<file path="src/design/pct_pkg.sv">
// Purpose: Shared constants for the program control and timer register block.
// Assumes: One processor clock, synchronous active-low reset.
// Notes:   Register selects are the codes of the native I/O instruction.
package pct_pkg;
  localparam int FETCH_W = 20;
  localparam int WORD_W  = 16;
  localparam int SEL_W   = 4;
  // ----------------------------------------------------------------------
  // I/O select codes
  // ----------------------------------------------------------------------
  localparam logic [3:0] SEL_FETCH_LO = 4'h0;
  localparam logic [3:0] SEL_FETCH_HI = 4'h1;
  localparam logic [3:0] SEL_SAVE_LO  = 4'h2;
  localparam logic [3:0] SEL_SAVE_HI  = 4'h3;
  localparam logic [3:0] SEL_PREFETCH = 4'h4;
  localparam logic [3:0] SEL_CUR_OP   = 4'h5;
  localparam logic [3:0] SEL_CUR_ADDR = 4'h6;
  localparam logic [3:0] SEL_TMR_A    = 4'h7;
  localparam logic [3:0] SEL_TMR_B    = 4'h8;
  localparam logic [3:0] SEL_TMR_CTL  = 4'h9;
  // ----------------------------------------------------------------------
  // Timer control word fields, reset values, terminal count and fetch step
  // ----------------------------------------------------------------------
  localparam int TCTL_START_A = 0;
  localparam int TCTL_HALT_A  = 1;
  localparam int TCTL_START_B = 2;
  localparam int TCTL_HALT_B  = 3;
  localparam logic [15:0] TMR_RESET   = 16'h0000;
  localparam logic [15:0] TMR_TERM    = 16'hffff;
  localparam logic [19:0] FETCH_RESET = 20'h00000;
  localparam logic [15:0] WORD_RESET  = 16'h0000;
  localparam logic [19:0] FETCH_STEP  = 20'h00001;
endpackage

</file>
<file path="src/design/pct_fetch_latch.sv">
// Purpose: Two-stage fetched-word latch for overlapping fetch and execute.
// Assumes: Capture comes once per fetch; advance moves the word to execute.
// Notes:   Primary takes memory data; secondary feeds execution.
`timescale 1ns/1ns
module pct_fetch_latch
  import pct_pkg::*;
#(
  parameter int WIDTH = 16
)
(
  input  wire logic             mclk,
  input  wire logic             rst_n,
  input  wire logic             capture,
  input  wire logic [WIDTH-1:0] mem_data,
  output logic      [WIDTH-1:0] primary,
  output logic      [WIDTH-1:0] secondary
);
  if (WIDTH != WORD_W)
  begin : gen_width_check
    $error("pct_fetch_latch width must match the word width");
  end
  logic [WIDTH-1:0] pri_q, pri_d, sec_q, sec_d;

  // Both stages shift together so the next word arrives while one executes.
  always_comb
  begin
    pri_d = pri_q;
    sec_d = sec_q;
    if (capture)
    begin
      pri_d = mem_data;
      sec_d = pri_q;
    end
  end

  always_ff @(posedge mclk)
  begin
    if (!rst_n)
    begin
      pri_q <= WORD_RESET;
      sec_q <= WORD_RESET;
    end
    else
    begin
      pri_q <= pri_d;
      sec_q <= sec_d;
    end
  end

  assign primary   = pri_q;
  assign secondary = sec_q;

  chk_latch_shift: assert property (@(posedge mclk) disable iff (!rst_n)
    capture |=> (sec_q == $past(pri_q) && pri_q == $past(mem_data)))
    else $error("fetch latches did not shift");
endmodule

</file>
<file path="src/design/pct_regs.sv">
// Purpose: Program sequencing registers and interval timers of the core.
// Assumes: The native I/O instruction presents a select code with a one-cycle
//          read or write strobe; read data is registered one cycle later.
// Notes:   The saved fetch address is overwritten by every save event.
// Behaviour
// - Fetched word register is two 16-bit latches, primary and secondary.
// - Interrupt or branch copies the fetch address into the save register.
// - Saved fetch address is read only through the native input instruction.
// - Prefetched next emulated instruction word held in 16-bit register.
// - Prefetch holder is readable by the native I/O instruction.
// - Current emulated instruction held apart from the prefetched word.
// - A 16-bit register holds the current emulated instruction's address.
// - Current instruction address register is readable and writable.
// - Two independent 16-bit up counters serve as interval timers.
// - I/O can start, halt, read and load each timer; halted holds.
// - Timeout when a counter wraps from all ones to zero.
// - Each timeout sets that timer's own pending interrupt bit.
// - 20-bit fetch address goes out separately from instruction data.
`timescale 1ns/1ns
module pct_regs
(
  input  wire logic                       mclk,
  input  wire logic                       rst_n,
  input  wire logic                       fetch_advance,
  input  wire logic                       fetch_jump,
  input  wire logic [pct_pkg::FETCH_W-1:0] jump_addr,
  input  wire logic [pct_pkg::WORD_W-1:0]  instr_data,
  input  wire logic                       intr_taken,
  input  wire logic                       branch_taken,
  input  wire logic                       prefetch_load,
  input  wire logic [pct_pkg::WORD_W-1:0]  prefetch_word,
  input  wire logic                       opcode_advance,
  input  wire logic                       addr_advance,
  input  wire logic                       timer_tick_a,
  input  wire logic                       timer_tick_b,
  input  wire logic [pct_pkg::SEL_W-1:0]   io_sel,
  input  wire logic                       io_rd,
  input  wire logic                       io_wr,
  input  wire logic [pct_pkg::WORD_W-1:0]  io_wdata,
  output logic      [pct_pkg::WORD_W-1:0]  io_rdata,
  output logic                            io_rvalid,
  output logic      [pct_pkg::FETCH_W-1:0] fetch_addr,
  output logic      [pct_pkg::WORD_W-1:0]  exec_word,
  output logic      [pct_pkg::WORD_W-1:0]  current_opcode,
  output logic                            timeout_pend_a,
  output logic                            timeout_pend_b
);
  import pct_pkg::*;

  // ----------------------------------------------------------------------
  // State
  // ----------------------------------------------------------------------
  logic [FETCH_W-1:0] fac_q, fac_d;
  logic [FETCH_W-1:0] sav_q, sav_d;
  logic [WORD_W-1:0]  pre_q, pre_d;
  logic [WORD_W-1:0]  cop_q, cop_d;
  logic [WORD_W-1:0]  cad_q, cad_d;
  logic [WORD_W-1:0]  rd_q, rd_d;
  logic               rv_q, rv_d;
  logic [WORD_W-1:0]  pri_word, sec_word;
  logic [WORD_W-1:0]  tmr_cnt [2];
  logic [1:0]         tmr_run, tmr_to;
  logic [1:0]         tmr_start, tmr_halt, tmr_load, tmr_tick;
  logic               wr_ctl, wr_addr;

  // ----------------------------------------------------------------------
  // Fetch path
  // ----------------------------------------------------------------------
  pct_fetch_latch #(.WIDTH(WORD_W)) u_latch (
    .mclk      (mclk),
    .rst_n     (rst_n),
    .capture   (fetch_advance),
    .mem_data  (instr_data),
    .primary   (pri_word),
    .secondary (sec_word)
  );

  // The jump wins, so a taken branch never also steps past its target.
  always_comb
  begin
    fac_d = fac_q;
    if (fetch_jump) fac_d = jump_addr;
    else if (fetch_advance) fac_d = fac_q + FETCH_STEP;
  end

  always_ff @(posedge mclk)
  begin
    if (!rst_n)
    begin
      fac_q <= FETCH_RESET;
    end
    else
    begin
      fac_q <= fac_d;
    end
  end

  // ----------------------------------------------------------------------
  // Fetch address save
  // ----------------------------------------------------------------------
  always_comb
  begin
    sav_d = sav_q;
    // The save sees the address before this cycle's jump, which is the
    // return point the handler needs; a later event overwrites it.
    if (intr_taken || branch_taken) sav_d = fac_q;
  end

  always_ff @(posedge mclk)
  begin
    if (!rst_n)
    begin
      sav_q <= FETCH_RESET;
    end
    else
    begin
      sav_q <= sav_d;
    end
  end

  // ----------------------------------------------------------------------
  // Emulated instruction registers
  // ----------------------------------------------------------------------
  assign wr_addr = io_wr && (io_sel == SEL_CUR_ADDR);

  always_comb
  begin
    pre_d = pre_q;
    cop_d = cop_q;
    cad_d = cad_q;
    if (prefetch_load) pre_d = prefetch_word;
    if (opcode_advance) cop_d = pre_q;
    // Software owns the address when it writes; a same-cycle step is lost.
    if (wr_addr) cad_d = io_wdata;
    else if (addr_advance) cad_d = cad_q + 1'b1;
  end

  always_ff @(posedge mclk)
  begin
    if (!rst_n)
    begin
      pre_q <= WORD_RESET;
      cop_q <= WORD_RESET;
      cad_q <= WORD_RESET;
    end
    else
    begin
      pre_q <= pre_d;
      cop_q <= cop_d;
      cad_q <= cad_d;
    end
  end

  // ----------------------------------------------------------------------
  // Interval timers
  // ----------------------------------------------------------------------
  assign wr_ctl    = io_wr && (io_sel == SEL_TMR_CTL);
  assign tmr_start = wr_ctl ? {io_wdata[TCTL_START_B], io_wdata[TCTL_START_A]} : 2'b00;
  assign tmr_halt  = wr_ctl ? {io_wdata[TCTL_HALT_B], io_wdata[TCTL_HALT_A]} : 2'b00;
  assign tmr_load  = {io_wr && (io_sel == SEL_TMR_B), io_wr && (io_sel == SEL_TMR_A)};
  assign tmr_tick  = {timer_tick_b, timer_tick_a};

  // Index 0 is the first interval counter and index 1 the second.
  for (genvar t = 0; t < 2; t++)
  begin : gen_tmr
    pct_timer #(.WIDTH(WORD_W)) u_tmr (
      .mclk     (mclk),
      .rst_n    (rst_n),
      .start    (tmr_start[t]),
      .halt     (tmr_halt[t]),
      .load     (tmr_load[t]),
      .load_val (io_wdata),
      .tick     (tmr_tick[t]),
      .count    (tmr_cnt[t]),
      .running  (tmr_run[t]),
      .timeout  (tmr_to[t])
    );
  end

  // ----------------------------------------------------------------------
  // I/O read port
  // ----------------------------------------------------------------------
  // Every read is answered one cycle later; the data then holds until the next read.
  always_comb
  begin
    rd_d = rd_q;
    rv_d = io_rd;
    if (io_rd)
    begin
      if (io_sel == SEL_FETCH_LO) rd_d = fac_q[WORD_W-1:0];
      else if (io_sel == SEL_FETCH_HI) rd_d = {12'h000, fac_q[FETCH_W-1:WORD_W]};
      else if (io_sel == SEL_SAVE_LO) rd_d = sav_q[WORD_W-1:0];
      else if (io_sel == SEL_SAVE_HI) rd_d = {12'h000, sav_q[FETCH_W-1:WORD_W]};
      else if (io_sel == SEL_PREFETCH) rd_d = pre_q;
      else if (io_sel == SEL_CUR_OP) rd_d = cop_q;
      else if (io_sel == SEL_CUR_ADDR) rd_d = cad_q;
      else if (io_sel == SEL_TMR_A) rd_d = tmr_cnt[0];
      else if (io_sel == SEL_TMR_B) rd_d = tmr_cnt[1];
      else if (io_sel == SEL_TMR_CTL) rd_d = {14'h0, tmr_run};
      else rd_d = WORD_RESET;
    end
  end

  always_ff @(posedge mclk)
  begin
    if (!rst_n)
    begin
      rd_q <= WORD_RESET;
      rv_q <= 1'b0;
    end
    else
    begin
      rd_q <= rd_d;
      rv_q <= rv_d;
    end
  end

  // ----------------------------------------------------------------------
  // Outputs
  // ----------------------------------------------------------------------
  assign fetch_addr     = fac_q;
  assign exec_word      = sec_word;
  assign current_opcode = cop_q;
  // Pending bits are pulses; the interrupt controller latches them.
  assign timeout_pend_a = tmr_to[0];
  assign timeout_pend_b = tmr_to[1];
  assign io_rdata       = rd_q;
  assign io_rvalid      = rv_q;

  // ----------------------------------------------------------------------
  // Checks
  // ----------------------------------------------------------------------
  chk_jump_load: assert property (@(posedge mclk) disable iff (!rst_n)
    fetch_jump |=> (fetch_addr == $past(jump_addr)))
    else $error("fetch address jump lost");
  chk_fetch_read: assert property (@(posedge mclk) disable iff (!rst_n)
    (io_rd && io_sel == SEL_FETCH_LO) |=> (io_rdata == $past(fac_q[WORD_W-1:0])))
    else $error("fetch address low read wrong");
  chk_fetch_hi_read: assert property (@(posedge mclk) disable iff (!rst_n)
    (io_rd && io_sel == SEL_FETCH_HI) |=> (io_rdata == {12'h000, $past(fac_q[FETCH_W-1:WORD_W])}))
    else $error("fetch address high read wrong");
  chk_save_hi_read: assert property (@(posedge mclk) disable iff (!rst_n)
    (io_rd && io_sel == SEL_SAVE_HI) |=> (io_rdata == {12'h000, $past(sav_q[FETCH_W-1:WORD_W])}))
    else $error("saved address high read wrong");
  chk_rvalid_pulse: assert property (@(posedge mclk) disable iff (!rst_n)
    1'b1 |=> (io_rvalid == $past(io_rd)))
    else $error("read valid not a one-cycle answer");
  chk_pref_load: assert property (@(posedge mclk) disable iff (!rst_n)
    prefetch_load |=> (pre_q == $past(prefetch_word)))
    else $error("prefetch word not held");
  chk_pref_holds: assert property (@(posedge mclk) disable iff (!rst_n)
    !prefetch_load |=> (pre_q == $past(pre_q)))
    else $error("prefetch holder changed without load");
  chk_opcode_holds: assert property (@(posedge mclk) disable iff (!rst_n)
    !opcode_advance |=> (cop_q == $past(cop_q)))
    else $error("current opcode changed without advance");
  chk_addr_step: assert property (@(posedge mclk) disable iff (!rst_n)
    (addr_advance && !wr_addr) |=> (cad_q == $past(cad_q) + 1'b1))
    else $error("current address did not step");
  chk_addr_holds: assert property (@(posedge mclk) disable iff (!rst_n)
    !(addr_advance || wr_addr) |=> (cad_q == $past(cad_q)))
    else $error("current address changed by itself");
  chk_addr_read: assert property (@(posedge mclk) disable iff (!rst_n)
    (io_rd && io_sel == SEL_CUR_ADDR) |=> (io_rdata == $past(cad_q)))
    else $error("current address read wrong");
  chk_exec_word: assert property (@(posedge mclk) disable iff (!rst_n)
    fetch_advance |=> (exec_word == $past(pri_word)))
    else $error("execute word not taken from primary latch");
  chk_timer_b_pend: assert property (@(posedge mclk) disable iff (!rst_n)
    (tmr_run[1] && timer_tick_b && !tmr_load[1] && tmr_cnt[1] == TMR_TERM) |=> timeout_pend_b)
    else $error("timer b timeout not flagged");
  chk_ctl_read: assert property (@(posedge mclk) disable iff (!rst_n)
    (io_rd && io_sel == SEL_TMR_CTL) |=> (io_rdata == {14'h0, $past(tmr_run)}))
    else $error("timer control read wrong");
  chk_tmr_read: assert property (@(posedge mclk) disable iff (!rst_n)
    (io_rd && io_sel == SEL_TMR_A) |=> (io_rdata == $past(tmr_cnt[0])))
    else $error("timer a read wrong");
  chk_save_on_event: assert property (@(posedge mclk) disable iff (!rst_n)
    (intr_taken || branch_taken) |=> (sav_q == $past(fac_q)))
    else $error("fetch address not saved");
  chk_save_holds: assert property (@(posedge mclk) disable iff (!rst_n)
    !(intr_taken || branch_taken) |=> (sav_q == $past(sav_q)))
    else $error("saved address changed without event");
  chk_save_read: assert property (@(posedge mclk) disable iff (!rst_n)
    (io_rd && io_sel == SEL_SAVE_LO) |=> (io_rvalid && io_rdata == $past(sav_q[15:0])))
    else $error("saved address read wrong");
  chk_pref_read: assert property (@(posedge mclk) disable iff (!rst_n)
    (io_rd && io_sel == SEL_PREFETCH) |=> (io_rdata == $past(pre_q)))
    else $error("prefetch read wrong");
  chk_opcode_take: assert property (@(posedge mclk) disable iff (!rst_n)
    opcode_advance |=> (cop_q == $past(pre_q)))
    else $error("current opcode not taken from prefetch");
  chk_addr_write: assert property (@(posedge mclk) disable iff (!rst_n)
    (io_wr && io_sel == SEL_CUR_ADDR) |=> (cad_q == $past(io_wdata)))
    else $error("current address write lost");
  chk_timer_pend: assert property (@(posedge mclk) disable iff (!rst_n)
    (tmr_run[0] && timer_tick_a && !tmr_load[0] && tmr_cnt[0] == TMR_TERM) |=> timeout_pend_a)
    else $error("timer a timeout not flagged");
  chk_fetch_step: assert property (@(posedge mclk) disable iff (!rst_n)
    (fetch_advance && !fetch_jump) |=> (fetch_addr == $past(fac_q) + FETCH_STEP))
    else $error("fetch address did not step");
endmodule

</file>
<file path="src/design/pct_timer.sv">
// Purpose: One 16-bit up-counting interval timer.
// Assumes: Start, halt and load come as one-cycle pulses.
// Notes:   Load wins over tick; the timer keeps running after a timeout.
`timescale 1ns/1ns
module pct_timer
  import pct_pkg::*;
#(
  parameter int WIDTH = 16
)
(
  input  wire logic             mclk,
  input  wire logic             rst_n,
  input  wire logic             start,
  input  wire logic             halt,
  input  wire logic             load,
  input  wire logic [WIDTH-1:0] load_val,
  input  wire logic             tick,
  output logic      [WIDTH-1:0] count,
  output logic                  running,
  output logic                  timeout
);
  if (WIDTH != WORD_W)
  begin : gen_width_check
    $error("pct_timer width must match the word width");
  end
  logic [WIDTH-1:0] cnt_q, cnt_d;
  logic             run_q, run_d;
  logic             to_q, to_d;

  always_comb
  begin
    cnt_d = cnt_q;
    run_d = run_q;
    to_d  = 1'b0;
    if (start) run_d = 1'b1;
    else if (halt) run_d = 1'b0;
    if (load) cnt_d = load_val;
    else if (run_q && tick)
    begin
      cnt_d = cnt_q + 1'b1;
      to_d  = (cnt_q == TMR_TERM);
    end
  end

  always_ff @(posedge mclk)
  begin
    if (!rst_n)
    begin
      cnt_q <= TMR_RESET;
      run_q <= 1'b0;
      to_q  <= 1'b0;
    end
    else
    begin
      cnt_q <= cnt_d;
      run_q <= run_d;
      to_q  <= to_d;
    end
  end

  assign count   = cnt_q;
  assign running = run_q;
  assign timeout = to_q;

  chk_wrap_timeout: assert property (@(posedge mclk) disable iff (!rst_n)
    (run_q && tick && !load && cnt_q == TMR_TERM) |=> (to_q && cnt_q == TMR_RESET))
    else $error("wrap did not raise timeout");
  chk_halt_holds: assert property (@(posedge mclk) disable iff (!rst_n)
    (!run_q && !load) |=> (cnt_q == $past(cnt_q)))
    else $error("halted timer changed");
  chk_tick_adds: assert property (@(posedge mclk) disable iff (!rst_n)
    (run_q && tick && !load) |=> (cnt_q == $past(cnt_q) + 1'b1))
    else $error("running timer did not count");
endmodule
</file>
<file path="config.mk">
export PLATFORM = sky130hd
export DESIGN_NAME = pct_regs
export DESIGN_NICKNAME = d
export VERILOG_FILES = /design/src/design/pct_pkg.sv /design/src/design/pct_fetch_latch.sv /design/src/design/pct_regs.sv /design/src/design/pct_timer.sv
export SDC_FILE = /design/constraint.sdc
export NUM_CORES = 1
export LEC_CHECK = 0
export BUFFER_PORTS_ARGS = -buffer_cell sky130_fd_sc_hd__buf_4
export CORE_ASPECT_RATIO = 0.6
export CORE_UTILIZATION = 38
export CTS_CLUSTER_SIZE = 40
export DETAILED_ROUTE_END_ITERATION = 12
export GPL_TIMING_DRIVEN = 1
export PLACE_DENSITY = 0.6
export SLEW_MARGIN = 20
export SYNTH_ARGS = -nofsm -noshare
export SYNTH_HDL_FRONTEND = slang
export SYNTH_SLANG_ARGS = --single-unit
</file>
<file path="constraint.sdc">
create_clock -name mclk -period 3.3 [get_ports mclk]
set_input_delay 0.66 -clock mclk [delete_from_list [all_inputs] [get_ports mclk]]
set_output_delay 0.66 -clock mclk [all_outputs]
set_load 0.03 [all_outputs]
</file>
==> results.sh <==
export IMPL_first_global_vias=6669
export IMPL_worst_slew_pin_slew_ps=889
export IMPL_total_power_mw=4.88
export IMPL_setup_viol=0
export IMPL_avgSynthCellArea_sq_um=8.45
export IMPL_worstHoldPathCells=2
export IMPL_cts_htree_levels=4
export IMPL_yosys_area_top_type="dfxtp_1"
export IMPL_maxSlewHeadroom_pct=40.7
export IMPL_die_h_microns=117
export IMPL_grt_max_degree=127
export IMPL_cts_resized_gates=0
export IMPL_powerDensity_nw_per_um2=476
export IMPL_cp_required_ps=3580
export IMPL_die_area_sq_um=22700
export IMPL_cts_buffers=17
export IMPL_drive_above_1_share_pct=18.9
export IMPL_wl_per_cell_microns=18.3
export IMPL_path_class="reg -> reg"
export IMPL_maxSlewViolCount=0
export IMPL_die_w_microns=194
export IMPL_design_area_sq_um=10300
export IMPL_synth_top_area_share_pct=41.3
export IMPL_area_growth_pct=22.2
export IMPL_register_area_sq_um=3460
export IMPL_vias=7487
export IMPL_cts_path_max_buffers=2
export IMPL_hold_viol_final=0
export IMPL_reg2reg_slack_ps=1040
export IMPL_leakagePower_nw=4.14
export IMPL_drt_iter0_markers=632
export IMPL_start_util_pct=39.3
export IMPL_path_clk_slew_ps=70
export IMPL_dp_slack_ps=792
export IMPL_synth_ff_type="dfxtp_1"
export IMPL_grt_ovfl_total=0
export IMPL_synth_seq_cells=173
export IMPL_worstHoldPathType="reg -> reg"
export IMPL_via_per_inst=5.36
export IMPL_nets=1195
export IMPL_syn_inst=993
export IMPL_cp_arrival_ps=2540
export IMPL_yosysWarnings=0
export IMPL_syn_nets=1082
export IMPL_status="finished clean"
export IMPL_post_place_cells=1366
export IMPL_synthArstFlopShare_pct=0
export IMPL_cts_tree="built"
export IMPL_ioPinCount=156
export IMPL_first_pass_iters=5
export IMPL_fillCellCount=2113
export IMPL_wl_microns=25600
export IMPL_rows=41
export IMPL_layout_cells_non_filler=1398
export IMPL_end_kind="flop"
export IMPL_whs_ps=450
export IMPL_reg2regPathDepth=6
export IMPL_holdBufCountCts=0
export IMPL_port_buffers=155
export IMPL_skew_ps=11.7
export IMPL_setup_worst_path_start_class="flop"
export IMPL_grt_use_total_pct=22.6
export IMPL_hpwl_microns=18800
export IMPL_routabilityCongestion=0.894
export IMPL_dpl_cell_area_sq_um=9700
export IMPL_drc_errors=0
export IMPL_core_area_sq_um=21300
export IMPL_antenna_left=0
export IMPL_grt_pass1_wl_microns=39100
export IMPL_totalNegativeSetupSlack_ps=0
export IMPL_rsz0062_at_grt="false"
export IMPL_insertion_delay_ps=440
export IMPL_final_util_pct=48.0
export IMPL_period_share_pct=68.5
export IMPL_synth_edf_count=0
export IMPL_antenna_cells=0
export IMPL_cts_root_buf="clkbuf_16"
export IMPL_synth_area_leaders="dfxtp_1 41%, mux2i_1 11%, nor2_1 6.0%, a21oi_1 5.9%, nand2_1 3.9%"
export IMPL_fmax_mhz=442
export IMPL_irDropWorstVdd_v=0.000325
export IMPL_synthDistinctLibCells=62
export IMPL_fin_crit_ps=2260
export IMPL_clock_sinks=173
export IMPL_antenna_found_initial=0
export IMPL_multi_input_area_sq_um=4570
export IMPL_setup_ws_ps=1040
export IMPL_maxCapViolCount=0
export IMPL_cp_max_fo=8
export IMPL_cts_setup_buffers=0
export IMPL_synth_area_sq_um=8390
export IMPL_synth_common_cells="173 x dfxtp_1, 134 x nor2_1, 99 x a21oi_1"
export IMPL_ys_seq_area_share_pct=41.3
export IMPL_yosysMostFrequentCell="dfxtp_1"
[cell usage in the layout (no fill, tap or decap), drive strengths merged, types with 5 or more instances in the layout]
master | Yosys | final
a211o | 9 | 9
a211oi | 30 | 30
a21oi | 99 | 99
and2 | 13 | 13
and3 | 8 | 8
buf | 32 | 167
clkbuf | 41 | 19
clkinv | 0 | 6
dfxtp | 173 | 173
inv | 12 | 14
mux2i | 89 | 89
nand2 | 87 | 87
nand3 | 27 | 27
nand4 | 14 | 14
nor2 | 134 | 134
nor3 | 12 | 12
nor4 | 5 | 5
o21ai | 57 | 57
o22a | 9 | 9
o22ai | 6 | 6
xnor2 | 29 | 29
xor2 | 34 | 34
[cells by family (layout without fill, tap and decap cells)]
kind of cell / Yosys count / in the layout / share of synthesized area [%]
and+or+nand+nor: 330 / 330 / 18.6
xor gates and xnor gates: 63 / 63 / 6.58
adders and majority gates: 4 / 4 / 0.597
AOI/OAI and AO/OA: 249 / 249 / 18.1
DFF: 173 / 173 / 41.3
muxes: 89 / 89 / 10.6
buffers and inverters: 85 / 211 / 4.22
[power by group]
group,total [mW],switching [mW],internal (mW),leakage (nW)
Combinational,0.631,0.360,0.271,2.46
Clock,1.95,0.891,1.06,0.266
Sequential,2.30,0.120,2.18,1.42
[final timing paths]
path / from / to
setup / recovery: fetch_addr[0]$_SDFFE_PN0P_ / fetch_addr[18]$_SDFFE_PN0P_
setup reg to reg: fetch_addr[0]$_SDFFE_PN0P_ / fetch_addr[18]$_SDFFE_PN0P_
hold reg to reg: sav_q[10]$_SDFFE_PN0P_ / sav_q[10]$_SDFFE_PN0P_
hold / removal: sav_q[10]$_SDFFE_PN0P_ / sav_q[10]$_SDFFE_PN0P_
[flip-flops by register name (all words and copies together) (netlist names)]
name / flops
cad_q: 16
current_opcode: 16
fetch_addr: 20
gen_tmr.u_tmr.count: 32
gen_tmr.u_tmr.running: 2
gen_tmr.u_tmr.timeout: 2
io_rdata: 16
io_rvalid: 1
pre_q: 16
sav_q: 20
u_latch.primary: 16
u_latch.secondary: 16
[critical path, stage by stage (launching register included)]
cell     delay (ps)
dfxtp_1         550
ha_1            350
inv_1            60
or4_1           690
nor3_4          240
xnor2_1         130
a21oi_1          80
[layer usage]
layer / up-vias / track usage [%] / share of wire [%]
li1: 3737 / - / -
met1: 3489 / 37.3 / 55
met2: 242 / 27.7 / 36
met3: 19 / 4.84 / 7.6
met4: 0 / 6.13 / 0.94
met5: - / 0 / 0
[area by class of cell]
cell class | instances | area share, %
clock buffers | 19 | 4.32
inverters | 12 | 0.451
well taps | 279 | 3.40
repair buffers | 167 | 12.3
multi-input cells | 735 | 44.6
flip-flops and latches | 173 | 33.8
clock inverters | 13 | 1.12
Note: power is estimated with default switching activity, not from simulation.
